### src/design/hmcg_consts.svh
// Constants for the halt mode clock gating block
// Behaviour
// Executing the halt instruction enters halt mode, gates the CPU core clock and stops execution.
// Halt entry is accepted whether the CPU runs on the high-speed, internal or subsystem clock.
// Halting from the high-speed clock keeps the 16-bit and 8-bit counters and interval timers running.
// Halting from the internal clock keeps counters and interval timers running, high-speed or not.
// Halting from subsystem clock, software must feed interval timer zero from running counter 50.
// Registers, flags and data memory hold their pre-halt contents throughout halt.
// Port output latches and output buffer states stay unchanged throughout halt.
// With no subsystem clock, the watch timer runs in halt only when fed by the high-speed clock.
// An unmasked interrupt or reset ends halt, restores the CPU clock, and resumes after halt.
`ifndef HMCG_CONSTS_SVH
`define HMCG_CONSTS_SVH
`define HMCG_SRC_HIGH    2'h0
`define HMCG_SRC_INTERN  2'h1
`define HMCG_SRC_SUB     2'h2
`define HMCG_WAKE_CYCLES 1
`define HMCG_PERIPH_ALL  5'h1f
`define HMCG_CFG_RESET   7'h00
`endif

### src/design/hmcg_pkg.sv
// Types for the halt mode clock gating block
package hmcg_pkg;
    typedef enum logic [1:0] {
        HMCG_RUN  = 2'b00,
        HMCG_HALT = 2'b01
    } hmcg_state_t;

    // Peripheral run enables
    typedef struct packed {
        logic tmr16;       // 16-bit timer/event counters
        logic tmr8;        // 8-bit timer/event counters
        logic itmr0;       // Interval timer zero
        logic itmr1;       // Interval timer one
        logic watch;       // Watch timer
    } hmcg_periph_t;

    // Clock situation at entry
    typedef struct packed {
        logic [1:0] src;       // CPU clock source
        logic       high_on;   // High-speed oscillation running
        logic       sub_used;  // Subsystem clock in use
        logic       watch_hi;  // Watch timer fed by high-speed clock
        logic       it0_c50;   // Interval timer zero fed by counter_fifty_output
        logic       c50_run;   // Counter 50 running
    } hmcg_clkcfg_t;
endpackage : hmcg_pkg

### src/design/hmcg_halt_ctrl.sv
// Halt mode controller: CPU clock gate, retention hold and peripheral run enables
`timescale 1ns/100ps
`default_nettype none
`include "hmcg_consts.svh"
module hmcg_halt_ctrl (
    input  wire logic                  ref_clk,
    input  wire logic                  reset_n,
    input  wire logic                  halt_exec,
    input  wire logic                  irq_unmasked,
    input  wire hmcg_pkg::hmcg_clkcfg_t clk_cfg,
    output logic                       cpu_clk_en,
    output logic                       cpu_run,
    output logic                       retain_hold,
    output logic                       halted,
    output logic                       resume_pulse,
    output hmcg_pkg::hmcg_periph_t     periph_run
);
    // Controller state and captured clock situation
    hmcg_pkg::hmcg_state_t  state_reg;
    hmcg_pkg::hmcg_state_t  state_next;
    hmcg_pkg::hmcg_clkcfg_t cfg_reg;
    hmcg_pkg::hmcg_clkcfg_t cfg_next;
    hmcg_pkg::hmcg_periph_t periph_reg;
    hmcg_pkg::hmcg_periph_t periph_next;
    hmcg_pkg::hmcg_periph_t periph_halt;
    hmcg_pkg::hmcg_periph_t periph_all;
    logic                   resume_reg;
    logic                   resume_next;

    // All blocks clocked while the CPU runs
    assign periph_all = hmcg_pkg::hmcg_periph_t'(`HMCG_PERIPH_ALL);

    // Entry and exit strobes
    wire in_run  = (state_reg == hmcg_pkg::HMCG_RUN);
    wire in_halt = (state_reg == hmcg_pkg::HMCG_HALT);
    wire enter_w = in_run && halt_exec;
    wire leave_w = in_halt && irq_unmasked;

    // Source decode of the clock situation offered at entry
    wire entry_hi   = (clk_cfg.src == `HMCG_SRC_HIGH);
    wire entry_in   = (clk_cfg.src == `HMCG_SRC_INTERN);
    wire entry_sb   = (clk_cfg.src == `HMCG_SRC_SUB);
    wire entry_fast = entry_hi || entry_in;

    // Interval timer zero on the subsystem clock needs counter 50 feeding it
    wire entry_c50  = entry_sb && clk_cfg.it0_c50 && clk_cfg.c50_run;
    wire entry_it0  = entry_fast || entry_c50;

    // Watch timer: subsystem clock, or high-speed clock still oscillating
    wire entry_whi  = entry_fast && clk_cfg.watch_hi && clk_cfg.high_on;
    wire entry_wat  = clk_cfg.sub_used || entry_whi;

    // Halt-time enables, packed tmr16, tmr8, itmr0, itmr1, watch
    assign periph_halt = {entry_fast, entry_fast, entry_it0, entry_fast, entry_wat};

    // Source decode of the captured situation, read by the checks
    wire from_hi = (cfg_reg.src == `HMCG_SRC_HIGH);
    wire from_in = (cfg_reg.src == `HMCG_SRC_INTERN);
    wire from_sb = (cfg_reg.src == `HMCG_SRC_SUB);

    // Next state
    always_comb begin
        state_next = state_reg;
        unique case (state_reg)
            hmcg_pkg::HMCG_RUN: begin
                if (enter_w) begin
                    state_next = hmcg_pkg::HMCG_HALT;
                end
            end
            hmcg_pkg::HMCG_HALT: begin
                if (leave_w) begin
                    state_next = hmcg_pkg::HMCG_RUN;
                end
            end
            default: begin
                state_next = hmcg_pkg::HMCG_RUN;
            end
        endcase
    end

    // Clock situation held from the entry edge to wake-up
    assign cfg_next = enter_w ? clk_cfg : cfg_reg;

    // Run enables frozen at entry, all on again at wake-up
    assign periph_next = enter_w ? periph_halt
                       : leave_w ? periph_all
                       : periph_reg;

    // Wake-up strobe for the CPU, one cycle
    assign resume_next = leave_w;

    // State register; reset also ends halt
    always_ff @(posedge ref_clk or negedge reset_n) begin
        if (!reset_n) begin
            state_reg <= hmcg_pkg::HMCG_RUN;
        end else begin
            state_reg <= state_next;
        end
    end

    // Captured clock situation
    always_ff @(posedge ref_clk or negedge reset_n) begin
        if (!reset_n) begin
            cfg_reg <= hmcg_pkg::hmcg_clkcfg_t'(`HMCG_CFG_RESET);
        end else begin
            cfg_reg <= cfg_next;
        end
    end

    // Run enables register
    always_ff @(posedge ref_clk or negedge reset_n) begin
        if (!reset_n) begin
            periph_reg <= hmcg_pkg::hmcg_periph_t'(`HMCG_PERIPH_ALL);
        end else begin
            periph_reg <= periph_next;
        end
    end

    // Resume strobe register
    always_ff @(posedge ref_clk or negedge reset_n) begin
        if (!reset_n) begin
            resume_reg <= 1'b0;
        end else begin
            resume_reg <= resume_next;
        end
    end

    // Clock gate and hold follow the state register
    assign halted       = in_halt;
    assign cpu_clk_en   = !in_halt;
    assign cpu_run      = !in_halt;
    assign retain_hold  = in_halt;
    assign resume_pulse = resume_reg;
    assign periph_run   = periph_reg;

    // Checks, all on the one clock and reset

    // Halt instruction gates the CPU clock on the next cycle
    halt_entry_a: assert property (@(posedge ref_clk) disable iff (!reset_n)
        (!halted && halt_exec) |=> (halted && !cpu_clk_en && !cpu_run))
        else $error("halt not entered");

    // Whatever clock runs the CPU, entry captures its situation
    any_source_a: assert property (@(posedge ref_clk) disable iff (!reset_n)
        (!halted && halt_exec) |=> (halted && (cfg_reg == $past(clk_cfg))))
        else $error("entry situation lost");

    // Subsystem clock entry accepted too
    sub_entry_a: assert property (@(posedge ref_clk) disable iff (!reset_n)
        (!halted && halt_exec && (clk_cfg.src == `HMCG_SRC_SUB)) |=> halted)
        else $error("sub entry refused");

    // High-speed entry keeps counters and interval timers clocked
    hi_timers_a: assert property (@(posedge ref_clk) disable iff (!reset_n)
        (!halted && halt_exec && (clk_cfg.src == `HMCG_SRC_HIGH)) |=>
        (periph_run.tmr16 && periph_run.tmr8 && periph_run.itmr0 && periph_run.itmr1))
        else $error("timers stopped");

    // And keeps them clocked for the whole halt
    hi_hold_a: assert property (@(posedge ref_clk) disable iff (!reset_n)
        (halted && from_hi) |->
        (periph_run.tmr16 && periph_run.tmr8 && periph_run.itmr0 && periph_run.itmr1))
        else $error("timers dropped");

    // Internal-clock entry keeps them clocked, high-speed oscillation or not
    in_timers_a: assert property (@(posedge ref_clk) disable iff (!reset_n)
        (halted && from_in) |->
        (periph_run.tmr16 && periph_run.tmr8 && periph_run.itmr0 && periph_run.itmr1))
        else $error("int timers");

    // Interval timer zero not claimed on subsystem clock without counter 50
    it0_sub_a: assert property (@(posedge ref_clk) disable iff (!reset_n)
        (halted && from_sb && !cfg_reg.it0_c50) |-> !periph_run.itmr0)
        else $error("it0 sub");

    // Interval timer zero clocked when fed by running counter 50
    it0_c50_a: assert property (@(posedge ref_clk) disable iff (!reset_n)
        (halted && from_sb && cfg_reg.it0_c50 && cfg_reg.c50_run) |-> periph_run.itmr0)
        else $error("it0 c50 stopped");

    // Registers and port latches held while halted
    hold_state_a: assert property (@(posedge ref_clk) disable iff (!reset_n)
        halted |-> (retain_hold && !cpu_run))
        else $error("no retention");

    // Nothing captured at entry drifts during halt
    hold_stable_a: assert property (@(posedge ref_clk) disable iff (!reset_n)
        (halted && $past(halted)) |-> ($stable(periph_run) && $stable(cfg_reg)))
        else $error("halt state drifted");

    // Watch timer stopped when not fed by the high-speed clock
    watch_src_a: assert property (@(posedge ref_clk) disable iff (!reset_n)
        (halted && !cfg_reg.sub_used && !cfg_reg.watch_hi) |-> !periph_run.watch)
        else $error("watch ran");

    // Watch timer stopped when high-speed oscillation has stopped
    watch_stop_a: assert property (@(posedge ref_clk) disable iff (!reset_n)
        (halted && !cfg_reg.sub_used && !cfg_reg.high_on) |-> !periph_run.watch)
        else $error("watch ran unfed");

    // Watch timer clocked when fed by running high-speed clock
    watch_hi_a: assert property (@(posedge ref_clk) disable iff (!reset_n)
        (halted && from_hi && !cfg_reg.sub_used && cfg_reg.watch_hi && cfg_reg.high_on)
        |-> periph_run.watch)
        else $error("watch stopped");

    // Unmasked interrupt restores the clock and strobes resume once
    wake_up_a: assert property (@(posedge ref_clk) disable iff (!reset_n)
        (halted && irq_unmasked) |=> (cpu_clk_en && resume_pulse) ##1 !resume_pulse)
        else $error("no wake");

    // Resume strobe only while running, one cycle long
    pulse_once_a: assert property (@(posedge ref_clk) disable iff (!reset_n)
        resume_pulse |-> (!halted && cpu_clk_en) ##1 !resume_pulse)
        else $error("resume strobe stuck");

    // Halt stands until an unmasked interrupt
    halt_stays_a: assert property (@(posedge ref_clk) disable iff (!reset_n)
        (halted && !irq_unmasked) |=> halted)
        else $error("halt left early");

    // Running without the halt instruction stays running, interrupt or not
    run_stays_a: assert property (@(posedge ref_clk) disable iff (!reset_n)
        (!halted && !halt_exec) |=> (!halted && cpu_clk_en))
        else $error("run left early");

    // Every block clocked while the CPU runs
    run_all_on_a: assert property (@(posedge ref_clk) disable iff (!reset_n)
        !halted |-> (periph_run == hmcg_pkg::hmcg_periph_t'(`HMCG_PERIPH_ALL)))
        else $error("block left stopped");

    // Clock enable, run flag and halt flag agree
    clk_mirror_a: assert property (@(posedge ref_clk) disable iff (!reset_n)
        (cpu_clk_en == cpu_run) && (cpu_clk_en == !halted))
        else $error("gate flags disagree");
endmodule : hmcg_halt_ctrl
`default_nettype wire

### config.mk
export PLATFORM = sky130hd
export DESIGN_NAME = hmcg_halt_ctrl
export DESIGN_NICKNAME = d
export VERILOG_FILES = /design/src/design/hmcg_pkg.sv /design/src/design/hmcg_halt_ctrl.sv
export VERILOG_INCLUDE_DIRS = /design/src /design/src/design
export SDC_FILE = /design/constraint.sdc
export NUM_CORES = 1
export LEC_CHECK = 0
export ABC_CLOCK_PERIOD_IN_PS = 2600
export BUFFER_PORTS_ARGS = -buffer_cell sky130_fd_sc_hd__buf_4
export CAP_MARGIN = 40
export CORE_AREA = 4 4 41 43
export CTS_CLUSTER_DIAMETER = 50
export DETAILED_ROUTE_END_ITERATION = 10
export DIE_AREA = 0 0 45 47
export MAX_ROUTING_LAYER = met4
export PLACE_DENSITY = 0.48
export SYNTH_ARGS = -nofsm -noshare
export SYNTH_HDL_FRONTEND = slang
export SYNTH_SLANG_ARGS = --single-unit
### constraint.sdc
create_clock -name ref_clk -period 2.6 [get_ports ref_clk]
set_input_delay 0.13 -clock ref_clk [delete_from_list [all_inputs] [get_ports ref_clk]]
set_output_delay 0.13 -clock ref_clk [all_outputs]
set_load 0.02 [all_outputs]
==> flow_metrics.env <==
export IMPL_synth_top_area_share_pct=30.3
export IMPL_pin_count=21
export IMPL_setup_tns_ns=0
export IMPL_clk_path_buf_depth=2
export IMPL_crit_arrival_ns=1.01
export IMPL_min_period_ns=1.14
export IMPL_viasPerCell=4.06
export IMPL_syn_inst=26
export IMPL_cts_resized=0
export IMPL_area_delta_synth_final_pct=67.3
export IMPL_synthTopCellsByCount="a21oi_1, buf_4, dfstp_2, inv_1"
export IMPL_peakVddDrop_v=0.000210
export IMPL_fp_coreArea_um2=1300
export IMPL_drc=0
export IMPL_place_congestion=0.716
export IMPL_ys_seq_elements=5
export IMPL_multi_input_area_um2=90.1
export IMPL_crit_type="flip-flop to output pin"
export IMPL_final_antenna_net_count=0
export IMPL_num_fill_cells=141
export IMPL_yosys_top_cells_area="dfstp_2, dfrtp_1, buf_4, a21oi_1, nand2b_4"
export IMPL_tightest_slew_ns=0.263
export IMPL_postCtsSetupBuffers=0
export IMPL_grt_usage_pct=8.27
export IMPL_hold_viol=0
export IMPL_ys_seq_area_share_pct=49.5
export IMPL_num_rows=13
export IMPL_required_ns=2.47
export IMPL_p_per_area_nw_per_um2=683
export IMPL_seqCellArea_um2=129
export IMPL_path_max_fanout=8
export IMPL_layout_drive_gt1_share_pct=59.6
export IMPL_critPathCaptureType="output pin"
export IMPL_synth_nets=37
export IMPL_yosysTopAreaCell="dfstp_2"
export IMPL_drt_iter0_markers=2
export IMPL_fin_nets=59
export IMPL_start_util_pct=20.0
export IMPL_hp_class="input port to flip-flop"
export IMPL_htreeDepth=1
export IMPL_grt_pass1_vias=285
export IMPL_ys_warn_count=0
export IMPL_placement_io_buffers=20
export IMPL_cts_tree="done"
export IMPL_largest_reg_flops=3
export IMPL_totalWireLength_um=641
export IMPL_die_area_um2=2120
export IMPL_drv_cap=0
export IMPL_clock_fmax_mhz=878
export IMPL_dp_cells=57
export IMPL_dieWidth_um=45
export IMPL_ff2ff_setup_slack_ns=1.58
export IMPL_first_pass_iters=4
export IMPL_clock_latency_ns=0.24
export IMPL_start_kind="flip-flop"
export IMPL_grt_start_max_net_pins=9
export IMPL_antenna_found_initial=0
export IMPL_clk_pin_slew_ns=0.05
export IMPL_synth_area_um2=260
export IMPL_min_period_over_period_pct=43.8
export IMPL_setup_viol_count_final=0
export IMPL_synth_edf_count=0
export IMPL_num_vias=252
export IMPL_cts_root_buffer="clkbuf_4"
export IMPL_p_leak_uw=0.000219
export IMPL_synthArstFlopShare_pct=100
export IMPL_stdcell_count=62
export IMPL_ys_types=13
export IMPL_avgRoutedWirePerCell_um=10.3
export IMPL_clock_sinks=5
export IMPL_cts_hold_buf=1
export IMPL_dieHeight_um=47
export IMPL_relSlewSlack_pct=82.5
export IMPL_numCtsBuffers=3
export IMPL_skew_ns=0.00385
export IMPL_rsz0062_at_grt="no"
export IMPL_hpwl_um=518
export IMPL_grt_pass1_wl_um=1150
export IMPL_synthFlopType="dfstp_2"
export IMPL_outcome="complete, no violations"
export IMPL_grt_remaining_overflow=0
export IMPL_syn_area_per_cell_um2=10.0
export IMPL_antenna_cells=0
export IMPL_drv_slew=0
-- report_power, final --
| group | total, µW | internal, µW | switching [µW] |
|---|---|---|---|
| clock | 90.2 | 58.1 | 32.2 |
| combinational | 101 | 48.6 | 52.8 |
| sequential | 106 | 94.0 | 11.8 |
-- worst max-delay path, stage by stage, from the launching register on --
cell,delay [ns]
dfrtp_1,0.48
inv_1,0.12
buf_4,0.17
-- stage by stage --
step                utilization [%]  cell area (µm²)  hold slack, ns  total power [µW]  setup slack, ns
CTS                            33.5              435          0.0323               303             1.44
detailed placement             30.7              399         -0.0625               208             1.58
global route                   33.5              435          0.0403               319             1.40
global placement               30.7              399         -0.0628               208             1.59
floorplan                         -              260          -0.166               168             1.51
finish                         33.5              435          0.0392               297             1.46
-- cell families (layout without fill, tap and decap cells) --
group,Yosys count,count (layout),share of synthesized area (%)
AO/OA/AOI/OAI,7,7,14.4
buffers and inverters,7,28,15.9
AND/OR/NAND/NOR,6,6,16.3
flip-flops,5,5,49.5
multiplexers,1,1,3.85
-- cells in the final DEF (no fill, tap or decap) --
master	netlist	layout
a21oi_1	4	4
a31oi_1	2	2
and2_2	1	1
buf_4	4	20
clkbuf_1	0	1
clkbuf_4	0	3
dfrtp_1	2	2
dfstp_2	3	3
dlygate4sd3_1	0	1
inv_1	3	3
mux2i_1	1	1
nand2b_4	1	1
nand3b_1	1	1
nor2_1	2	2
o21ai_0	1	1
or2_1	1	1
-- metal layers --
| layer | share of wire, % | vias to the layer above | track usage (%) |
|---|---|---|---|
| met5 | 0 | - | - |
| met2 | 43 | 16 | 13.0 |
| met4 | 0 | 0 | 5.26 |
| li1 | - | 126 | - |
| met1 | 43 | 110 | 8.51 |
| met3 | 14 | 0 | 3.45 |
-- area by class of cell --
class | instances | area share [%]
Sequential cell | 5 | 29.6
Tap cell | 15 | 4.31
Timing Repair Buffer | 21 | 36.8
Clock buffer | 4 | 6.03
Inverter | 3 | 2.59
Multi-Input combinational cell | 14 | 20.7
-- worst paths after layout --
path / from / to / cells past startpoint
worst max-delay path: state_reg[0] / cpu_clk_en / 2
worst min-delay path: clk_cfg[6] / periph_run[2] / 2
worst max register to register: state_reg[0] / periph_run[2] / 3
worst min register to register: periph_run[4] / periph_run[4] / 2
max in group asynchronous: reset_n / periph_run[0] / 2
min in group asynchronous: reset_n / state_reg[0] / 2
Power figures use the tool's default switching activity.
